`config.mk`:
```
export PLATFORM = sky130hd
export DESIGN_NAME = dpl_host
export DESIGN_NICKNAME = d
export VERILOG_FILES = /design/src/common/dpl_pkg.sv /design/src/dpl_axil_slave.sv /design/src/dpl_host.sv
export VERILOG_INCLUDE_DIRS = /design/src /design/src/common
export SDC_FILE = /design/constraint.sdc
export NUM_CORES = 1
export LEC_CHECK = 0
export ABC_AREA = 1
export BUFFER_PORTS_ARGS = -buffer_cell sky130_fd_sc_hd__buf_2
export CAP_MARGIN = 40
export CORE_UTILIZATION = 43
export CTS_BUF_LIST = sky130_fd_sc_hd__clkbuf_8 sky130_fd_sc_hd__clkbuf_16
export CTS_CLUSTER_DIAMETER = 150
export DETAILED_ROUTE_END_ITERATION = 10
export GPL_TIMING_DRIVEN = 0
export MAX_ROUTING_LAYER = met4
export PLACE_DENSITY = 0.66
export RECOVER_POWER = 100
export SLEW_MARGIN = 20
export SYNTH_ARGS = -nofsm -noshare
export SYNTH_HDL_FRONTEND = slang
export SYNTH_SLANG_ARGS = --single-unit
```
`constraint.sdc`:
```
create_clock -name aclk -period 2.3 [get_ports aclk]
set_input_delay 0.23 -clock aclk [delete_from_list [all_inputs] [get_ports aclk]]
set_output_delay 0.23 -clock aclk [all_outputs]
set_load 0.05 [all_outputs]
```
`src/common/dpl_defines.svh`:
```
// Constants for the parallel-load DAC host controller
`ifndef DPL_DEFINES_SVH
`define DPL_DEFINES_SVH

// ----------------------------------------------------------------------------
// Register offsets (byte addresses)
// ----------------------------------------------------------------------------
`define DPL_CTRL_OFS      8'h00
`define DPL_CODE_OFS      8'h04
`define DPL_STATUS_OFS    8'h08
`define DPL_LASTCODE_OFS  8'h0c

// ----------------------------------------------------------------------------
// Field positions
// ----------------------------------------------------------------------------
`define DPL_CTRL_MODE_LSB   0
`define DPL_CTRL_ORDER_BIT  2
`define DPL_CTRL_CLEAR_BIT  3
`define DPL_STAT_BUSY_BIT   0
`define DPL_STAT_CLEAR_BIT  1
`define DPL_STAT_DONE_BIT   2

// ----------------------------------------------------------------------------
// Reset values
// ----------------------------------------------------------------------------
`define DPL_CTRL_RESET    4'h0
`define DPL_CODE_RESET    10'h000

// ----------------------------------------------------------------------------
// Timing
// ----------------------------------------------------------------------------
`define DPL_CLK_PERIOD_NS     100
`define DPL_LOAD_HOLD_NS      50
`define DPL_LOAD_HOLD_CYC     ((`DPL_LOAD_HOLD_NS + `DPL_CLK_PERIOD_NS - 1) / `DPL_CLK_PERIOD_NS)
`define DPL_STROBE_CYC        2

`endif

```
`src/common/dpl_pkg.sv`:
```
// Types for the parallel-load DAC host controller
package dpl_pkg;

   // Loading schemes
   typedef enum logic [1:0] {
      DPL_MODE_NIBBLES  = 2'b00,
      DPL_MODE_BYTE_LDL = 2'b01,
      DPL_MODE_BYTE_LDT = 2'b10
   } dpl_mode_t;

   // Sequencer states, Gray in the listed order
   typedef enum logic [2:0] {
      DPL_ST_IDLE   = 3'b000,
      DPL_ST_SETUP  = 3'b001,
      DPL_ST_STROBE = 3'b011,
      DPL_ST_NEXT   = 3'b010,
      DPL_ST_LOAD   = 3'b110,
      DPL_ST_HOLD   = 3'b111
   } dpl_state_t;

endpackage : dpl_pkg

```
`src/dpl_axil_slave.sv`:
```
// AXI4-Lite register slave for the DAC host controller
`timescale 1ns/1ps
`include "dpl_defines.svh"

module dpl_axil_slave (
   input  wire logic        aclk,
   input  wire logic        aresetn,
   input  wire logic [7:0]  s_axi_awaddr,
   input  wire logic        s_axi_awvalid,
   output logic             s_axi_awready,
   input  wire logic [31:0] s_axi_wdata,
   input  wire logic [3:0]  s_axi_wstrb,
   input  wire logic        s_axi_wvalid,
   output logic             s_axi_wready,
   output logic [1:0]       s_axi_bresp,
   output logic             s_axi_bvalid,
   input  wire logic        s_axi_bready,
   input  wire logic [7:0]  s_axi_araddr,
   input  wire logic        s_axi_arvalid,
   output logic             s_axi_arready,
   output logic [31:0]      s_axi_rdata,
   output logic [1:0]       s_axi_rresp,
   output logic             s_axi_rvalid,
   input  wire logic        s_axi_rready,
   output logic [3:0]       ctrl_reg,
   output logic [9:0]       code_reg,
   output logic             go_pulse,
   input  wire logic [2:0]  status_in,
   input  wire logic [9:0]  last_code_in,
   output logic             done_clr
);

   logic [7:0] aw_addr_reg;
   logic       aw_have_reg;
   logic [3:0] w_strb_reg;
   logic [31:0] w_data_reg;
   logic       w_have_reg;
   logic       do_write;
   logic       aw_hit;

   assign do_write = aw_have_reg && w_have_reg && !s_axi_bvalid;
   assign aw_hit   = (aw_addr_reg == `DPL_CTRL_OFS) || (aw_addr_reg == `DPL_CODE_OFS) ||
                     (aw_addr_reg == `DPL_STATUS_OFS);

   // ----------------------------------------------------------------------------
   // Write channels, taken in either order
   // ----------------------------------------------------------------------------
   always_ff @(posedge aclk) begin
      if (!aresetn) begin
         aw_have_reg <= 1'b0;
         aw_addr_reg <= 8'h00;
      end else if (s_axi_awvalid && s_axi_awready) begin
         aw_have_reg <= 1'b1;
         aw_addr_reg <= s_axi_awaddr;
      end else if (do_write) begin
         aw_have_reg <= 1'b0;
      end
   end

   always_ff @(posedge aclk) begin
      if (!aresetn) begin
         w_have_reg <= 1'b0;
         w_data_reg <= 32'h0000_0000;
         w_strb_reg <= 4'h0;
      end else if (s_axi_wvalid && s_axi_wready) begin
         w_have_reg <= 1'b1;
         w_data_reg <= s_axi_wdata;
         w_strb_reg <= s_axi_wstrb;
      end else if (do_write) begin
         w_have_reg <= 1'b0;
      end
   end

   always_ff @(posedge aclk) begin
      if (!aresetn) begin
         s_axi_awready <= 1'b0;
         s_axi_wready  <= 1'b0;
      end else begin
         s_axi_awready <= !aw_have_reg && !(s_axi_awvalid && s_axi_awready);
         s_axi_wready  <= !w_have_reg && !(s_axi_wvalid && s_axi_wready);
      end
   end

   always_ff @(posedge aclk) begin
      if (!aresetn) begin
         s_axi_bvalid <= 1'b0;
         s_axi_bresp  <= 2'b00;
      end else if (do_write) begin
         s_axi_bvalid <= 1'b1;
         s_axi_bresp  <= aw_hit ? 2'b00 : 2'b10;
      end else if (s_axi_bready) begin
         s_axi_bvalid <= 1'b0;
      end
   end

   // ----------------------------------------------------------------------------
   // Register writes
   // ----------------------------------------------------------------------------
   always_ff @(posedge aclk) begin
      if (!aresetn) begin
         ctrl_reg <= `DPL_CTRL_RESET;
         code_reg <= `DPL_CODE_RESET;
         go_pulse <= 1'b0;
         done_clr <= 1'b0;
      end else begin
         go_pulse <= 1'b0;
         done_clr <= 1'b0;
         if (do_write && aw_addr_reg == `DPL_CTRL_OFS && w_strb_reg[0]) begin
            ctrl_reg <= w_data_reg[3:0];
         end
         // Writing the code word starts a transfer
         if (do_write && aw_addr_reg == `DPL_CODE_OFS) begin
            if (w_strb_reg[0]) code_reg[7:0] <= w_data_reg[7:0];
            if (w_strb_reg[1]) code_reg[9:8] <= w_data_reg[9:8];
            go_pulse <= 1'b1;
         end
         // Write one to the done bit to clear it
         if (do_write && aw_addr_reg == `DPL_STATUS_OFS && w_strb_reg[0] &&
             w_data_reg[`DPL_STAT_DONE_BIT]) begin
            done_clr <= 1'b1;
         end
      end
   end

   // ----------------------------------------------------------------------------
   // Read channel, one cycle after the address is taken
   // ----------------------------------------------------------------------------
   always_ff @(posedge aclk) begin
      if (!aresetn) begin
         s_axi_arready <= 1'b0;
         s_axi_rvalid  <= 1'b0;
         s_axi_rdata   <= 32'h0000_0000;
         s_axi_rresp   <= 2'b00;
      end else begin
         s_axi_arready <= !s_axi_rvalid && !s_axi_arready && s_axi_arvalid;
         if (s_axi_arvalid && s_axi_arready) begin
            s_axi_rvalid <= 1'b1;
            s_axi_rresp  <= 2'b00;
            case (s_axi_araddr)
               `DPL_CTRL_OFS:     s_axi_rdata <= {28'h0000000, ctrl_reg};
               `DPL_CODE_OFS:     s_axi_rdata <= {22'h000000, code_reg};
               `DPL_STATUS_OFS:   s_axi_rdata <= {29'h00000000, status_in};
               `DPL_LASTCODE_OFS: s_axi_rdata <= {22'h000000, last_code_in};
               default: begin
                  s_axi_rdata <= 32'h0000_0000;
                  s_axi_rresp <= 2'b10;
               end
            endcase
         end else if (s_axi_rready) begin
            s_axi_rvalid <= 1'b0;
         end
      end
   end

endmodule : dpl_axil_slave

```
`src/dpl_host.sv`:
```
// Host controller that loads a double-buffered parallel DAC over its pins
`timescale 1ns/1ps
`include "dpl_defines.svh"

module dpl_host #(
   parameter int STROBE_CYC = `DPL_STROBE_CYC
) (
   input  wire logic        aclk,
   input  wire logic        aresetn,
   input  wire logic [7:0]  s_axi_awaddr,
   input  wire logic        s_axi_awvalid,
   output logic             s_axi_awready,
   input  wire logic [31:0] s_axi_wdata,
   input  wire logic [3:0]  s_axi_wstrb,
   input  wire logic        s_axi_wvalid,
   output logic             s_axi_wready,
   output logic [1:0]       s_axi_bresp,
   output logic             s_axi_bvalid,
   input  wire logic        s_axi_bready,
   input  wire logic [7:0]  s_axi_araddr,
   input  wire logic        s_axi_arvalid,
   output logic             s_axi_arready,
   output logic [31:0]      s_axi_rdata,
   output logic [1:0]       s_axi_rresp,
   output logic             s_axi_rvalid,
   input  wire logic        s_axi_rready,
   output logic             chip_select_n,
   output logic             write_n,
   output logic             nibble_addr_bit0,
   output logic             nibble_addr_bit1,
   output logic [7:0]       dac_data,
   output logic             load_converter_n,
   output logic             clear_n
);

   localparam int HOLD_CYC = `DPL_LOAD_HOLD_CYC;

   logic [3:0]           ctrl_reg;
   logic [9:0]           code_reg;
   logic                 go_pulse;
   logic                 done_clr;
   logic [2:0]           status_vec;
   logic [9:0]           last_code_reg;
   logic                 done_reg;
   logic [11:0]          word_reg;
   logic [1:0]           step_reg;
   logic [1:0]           nsteps;
   logic [7:0]           cnt_reg;
   dpl_pkg::dpl_state_t  state_reg;
   dpl_pkg::dpl_mode_t   mode;
   logic                 order_hi_first;
   logic                 busy;
   logic                 cnt_done;
   logic [1:0]           sel;

   assign mode           = dpl_pkg::dpl_mode_t'(ctrl_reg[`DPL_CTRL_MODE_LSB +: 2]);
   assign order_hi_first = ctrl_reg[`DPL_CTRL_ORDER_BIT];
   assign busy           = (state_reg != dpl_pkg::DPL_ST_IDLE);
   assign cnt_done       = (cnt_reg == 8'h00);
   assign status_vec     = {done_reg, ~clear_n, busy};
   assign nsteps         = (mode == dpl_pkg::DPL_MODE_NIBBLES) ? 2'd3 : 2'd2;

   dpl_axil_slave u_regs (
      .aclk          (aclk),
      .aresetn       (aresetn),
      .s_axi_awaddr  (s_axi_awaddr),
      .s_axi_awvalid (s_axi_awvalid),
      .s_axi_awready (s_axi_awready),
      .s_axi_wdata   (s_axi_wdata),
      .s_axi_wstrb   (s_axi_wstrb),
      .s_axi_wvalid  (s_axi_wvalid),
      .s_axi_wready  (s_axi_wready),
      .s_axi_bresp   (s_axi_bresp),
      .s_axi_bvalid  (s_axi_bvalid),
      .s_axi_bready  (s_axi_bready),
      .s_axi_araddr  (s_axi_araddr),
      .s_axi_arvalid (s_axi_arvalid),
      .s_axi_arready (s_axi_arready),
      .s_axi_rdata   (s_axi_rdata),
      .s_axi_rresp   (s_axi_rresp),
      .s_axi_rvalid  (s_axi_rvalid),
      .s_axi_rready  (s_axi_rready),
      .ctrl_reg      (ctrl_reg),
      .code_reg      (code_reg),
      .go_pulse      (go_pulse),
      .status_in     (status_vec),
      .last_code_in  (last_code_reg),
      .done_clr      (done_clr)
   );

   // ----------------------------------------------------------------------------
   // Nibble selection per step
   // ----------------------------------------------------------------------------
   // sel: 3 = high, 2 = middle, 1 = low, 0 = low plus middle (bit0, bit1)
   always_comb begin
      sel = 2'b11;
      if (mode == dpl_pkg::DPL_MODE_NIBBLES) begin
         case (step_reg)
            2'd0:    sel = 2'b01;
            2'd1:    sel = 2'b10;
            default: sel = 2'b11;
         endcase
      end else if (mode == dpl_pkg::DPL_MODE_BYTE_LDT) begin
         sel = (step_reg == 2'd0) ? 2'b00 : 2'b11;
      end else begin
         // Either order is fine while the load strobe stays high
         sel = ((step_reg == 2'd0) ^ order_hi_first) ? 2'b00 : 2'b11;
      end
   end

   // ----------------------------------------------------------------------------
   // Clear pin
   // ----------------------------------------------------------------------------
   // Driven low from reset so the converter sits in its zero, low-current state
   always_ff @(posedge aclk) begin
      if (!aresetn) begin
         clear_n <= 1'b0;
      end else begin
         clear_n <= !ctrl_reg[`DPL_CTRL_CLEAR_BIT];
      end
   end

   // ----------------------------------------------------------------------------
   // Sequencer
   // ----------------------------------------------------------------------------
   always_ff @(posedge aclk) begin
      if (!aresetn) begin
         state_reg        <= dpl_pkg::DPL_ST_IDLE;
         step_reg         <= 2'd0;
         cnt_reg          <= 8'h00;
         word_reg         <= 12'h000;
         chip_select_n    <= 1'b1;
         write_n          <= 1'b1;
         nibble_addr_bit0 <= 1'b1;
         nibble_addr_bit1 <= 1'b1;
         dac_data         <= 8'h00;
         load_converter_n <= 1'b1;
      end else begin
         case (state_reg)
            dpl_pkg::DPL_ST_IDLE: begin
               chip_select_n    <= 1'b1;
               write_n          <= 1'b1;
               load_converter_n <= (mode == dpl_pkg::DPL_MODE_BYTE_LDT) ? 1'b0 : 1'b1;
               if (go_pulse && clear_n) begin
                  word_reg  <= {code_reg, 2'b00};
                  step_reg  <= 2'd0;
                  state_reg <= dpl_pkg::DPL_ST_SETUP;
               end
            end
            dpl_pkg::DPL_ST_SETUP: begin
               nibble_addr_bit0 <= sel[1];
               nibble_addr_bit1 <= sel[0];
               case (sel)
                  2'b11:   dac_data <= {4'h0, word_reg[11:8]};
                  // Tied four-bit bus: middle latch reads 7:4, low latch 3:0
                  2'b10:   dac_data <= {word_reg[7:4], word_reg[7:4]};
                  2'b01:   dac_data <= {word_reg[3:0], word_reg[3:0]};
                  default: dac_data <= word_reg[7:0];
               endcase
               chip_select_n <= 1'b0;
               cnt_reg       <= 8'(STROBE_CYC - 1);
               state_reg     <= dpl_pkg::DPL_ST_STROBE;
            end
            dpl_pkg::DPL_ST_STROBE: begin
               write_n <= 1'b0;
               if (!write_n) begin
                  if (cnt_done) begin
                     write_n       <= 1'b1;
                     chip_select_n <= 1'b1;
                     state_reg     <= dpl_pkg::DPL_ST_NEXT;
                  end else begin
                     cnt_reg <= cnt_reg - 8'h01;
                  end
               end
            end
            dpl_pkg::DPL_ST_NEXT: begin
               if (step_reg == nsteps - 2'd1) begin
                  cnt_reg   <= 8'(HOLD_CYC - 1);
                  state_reg <= (mode == dpl_pkg::DPL_MODE_BYTE_LDT) ?
                               dpl_pkg::DPL_ST_HOLD : dpl_pkg::DPL_ST_LOAD;
               end else begin
                  step_reg  <= step_reg + 2'd1;
                  state_reg <= dpl_pkg::DPL_ST_SETUP;
               end
            end
            dpl_pkg::DPL_ST_LOAD: begin
               load_converter_n <= 1'b0;
               if (!load_converter_n) begin
                  if (cnt_done) begin
                     load_converter_n <= 1'b1;
                     state_reg        <= dpl_pkg::DPL_ST_IDLE;
                  end else begin
                     cnt_reg <= cnt_reg - 8'h01;
                  end
               end
            end
            dpl_pkg::DPL_ST_HOLD: begin
               // Strobe stays low past the write rise before any change
               if (cnt_done) begin
                  state_reg <= dpl_pkg::DPL_ST_IDLE;
               end else begin
                  cnt_reg <= cnt_reg - 8'h01;
               end
            end
            default: state_reg <= dpl_pkg::DPL_ST_IDLE;
         endcase
      end
   end

   // ----------------------------------------------------------------------------
   // Last loaded code and done flag
   // ----------------------------------------------------------------------------
   always_ff @(posedge aclk) begin
      if (!aresetn) begin
         last_code_reg <= 10'h000;
         done_reg      <= 1'b0;
      end else begin
         if (!clear_n) begin
            last_code_reg <= 10'h000;
         end else if (state_reg == dpl_pkg::DPL_ST_LOAD && !load_converter_n && cnt_done) begin
            last_code_reg <= word_reg[11:2];
         end else if (state_reg == dpl_pkg::DPL_ST_HOLD && cnt_done) begin
            last_code_reg <= word_reg[11:2];
         end
         // Set wins over a clear in the same cycle
         if ((state_reg == dpl_pkg::DPL_ST_LOAD && !load_converter_n && cnt_done) ||
             (state_reg == dpl_pkg::DPL_ST_HOLD && cnt_done)) begin
            done_reg <= 1'b1;
         end else if (done_clr) begin
            done_reg <= 1'b0;
         end
      end
   end

endmodule : dpl_host
```
==> results.cfg <==
[status]
outcome = finished clean

[detailed_routing]
vias = 4162
post_drt_wl_per_cell_um = 12.6
via_per_inst = 4.83
route.detailed.drc = 0
drt-total-wl_mm = 10.8
ant_nets = 0
drt-initial-drc-count = 221
first_pass_iters = 5

[cts]
cts_setup_buffers = 0
tritoncts = done
numCtsBuffers = 9
clkLatencyLatePin_ns = 0.36
ctsHoldBuffers = 0
clock-sinks = 103
htree_levels = 3
cts-root-buf = clkbuf_8
clk_pin_slew_worst_paths_ns = 0.09
clock_path_buffers = 2

[final_layout]
drive_gt1_frac = 0.134
antennaDiodeCount = 0
fin_nets = 784
area_delta_synth_final_pct = 14.9

[sta]
finalMaxSlewViolations = 0
hold_viol_final = 0
setup_tns_ns = 0
rsz0062_at_grt = false
worst_clock_skew_ns = 0.0128
relSlewSlack = 0.528
whs_ns = 0.0877
setup_viol = 0
fin_crit_sh = 0.899
min_period_ns = 2.07
tightest_slew_ns = 0.709
max_freq_ghz = 0.483

[logic_synthesis]
synth_top_area_share = 0.451
synth-seq-cells = 103
synth_edf_count = 0
synth_top_cells_by_count = nand2_1 (105), dfxtp_1 (103), nor2_1 (81)
synth_top_area_cell = dfxtp_1
synth_most_common_cell = nand2_1
synth.area.top_cells = dfxtp_1 (45%), nand2_1 (8.6%), o21ai_0 (8.2%)
ys_seq_area_frac = 0.451
syn_area_um2 = 4580
synth_cell_types = 40
synthArstFlopShare = 0
postSynthCellCount = 622
avgSynthCellArea_um2 = 7.36
synthFlopType = dfxtp_1
ys_warn_count = 0

[critical_path]
path_cells = inv_1 > nand2_4 > nor2_1 > nor2_2 > nor2_1 > o21ai_0 > nor2_1 > buf_6 > nand2_1 > o21ai_1 > nor2_1
required_ns = 2.54
reg2regPathDepth = 11
cp_slowest_cell = nor2_1
worstSetupPathType = reg2reg
start_kind = register
reg2reg_to = cnt_reg[0]
arrival_ns = 2.31
slowest_delay_ns = 0.50
r2r_start = state_reg[2]
crit_top_cell = nor2_1
cp-end-kind = register
rrSetupSlack_ns = 0.23
worst-path-max-fanout = 10

[floorplan]
die_area_um2 = 11100
die_w_um = 105
num_io_pins = 114
die_h_um = 105
num_rows = 37
start_util = 0.443
core_um2 = 10300

[min_path]
hold_path_class = in2reg
hold_start = s_axi_arvalid
min_path_cells = 3
hold-path-endpoint = u_regs.s_axi_arready

[power_and_ir_drop]
p_leak_uw = 0.00222
peakVddDrop_mv = 0.506
powerDensity_nw_per_um2 = 923

[grt]
grt_max_degree = 17
antenna_found_initial = 0
grt_pass1_wl_mm = 17.8
grt_pass1_vias = 3796
grt_overflow_total = 0
grtUsageTotal = 0.210

[run]
maxCapViolations = 0

[place]
io_buffer_count = 65
dpl.hpwl_mm = 8.22
gp_congestion = 0.905
## logic make-up after synthesis
group	Yosys count	synth area share
and+or+nand+nor	239	0.227
adders and majority gates	4	0.0109
other	1	0.000820
xor gates and xnor gates	3	0.00574
buffers and inverters	111	0.115
DFF	103	0.451
AOI/OAI and AO/OA	161	0.190
## worst max-delay path: cells and delay by family, from the launching register on
kind	cells	cell delay (ns)
simple gates	7	1.04
compound gates	2	0.16
buf+inv	2	0.39
flops	1	0.36
## timing repair
| item | in CTS | in global routing |
|---|---|---|
| hold endpoints to repair | 0 | 0 |
| endpoints found under the setup margin | 0 | 1 |
| resized for setup | 0 | 1 |
## area by class of cell
type,count,area (um^2)
tap,136,170
fill,1062,5070
sequential,103,2060
clock inverter,5,31.3
clock buffer,10,138
multi-input combinational,431,2050
inverter,67,254
timing repair buffer,65,285
buffer,44,272
## stage by stage
step / std cells / worst slack [ns] / area [um^2] / total power (uW) / utilization
5_1_grt: 861 / 0.0405 / 5260 / 5190 / 0.509
6_report: 861 / 0.231 / 5260 / 4850 / 0.509
3_3_place_gp: 846 / 0.331 / 5160 / 3890 / 0.500
2_1_floorplan: 645 / 0.655 / 4660 / 3550 / -
4_1_cts: 861 / 0.200 / 5330 / 4940 / 0.516
3_5_place_dp: 846 / 0.219 / 5160 / 3920 / 0.500
## how the worst max path moves through the flow
| stage | startpoint | cells after the start | slack (ns) | endpoint |
|---|---|---|---|---|
| after floorplan | cnt_reg[0] | 9 | 0.65 | state_reg[1] |
| after global placement | cnt_reg[0] | 9 | 0.33 | state_reg[1] |
| after detailed placement | cnt_reg[0] | 9 | 0.22 | state_reg[1] |
| after CTS | cnt_reg[0] | 9 | 0.20 | state_reg[1] |
| after global routing | state_reg[2] | 10 | 0.04 | cnt_reg[2] |
| final | state_reg[2] | 11 | 0.23 | cnt_reg[0] |
## report_power, final
part	switching, uW	internal, uW	total, uW	leakage [uW]
sequential	115	1950	2070	0.000837
combinational	1240	528	1770	0.00129
clock	598	418	1020	0.0000941
## routing by layer
layer	track usage	vias to the layer above	share of wire
li1	-	2181	-
met1	0.261	1870	0.45
met2	0.337	99	0.48
met3	0.0480	12	0.052
met4	0.0704	0	0.017
met5	-	-	0
## cells in the final DEF (no fill, tap or decap), types with 3 or more instances in the layout
cell,synthesis,final
a21oi_1,63,64
a31oi_1,4,4
buf_2,1,34
buf_4,24,24
clkbuf_1,16,49
clkbuf_8,0,10
conb_1,1,24
dfxtp_1,103,103
ha_1,4,4
inv_1,59,62
inv_2,7,5
nand2_1,105,106
nand3_1,21,21
nand4_1,8,8
nor2_1,81,84
nor2_2,5,4
nor3_1,5,5
o21ai_0,75,75
o21ai_1,5,5
xor2_1,3,3
Note: power is estimated with default switching activity, not from simulation.
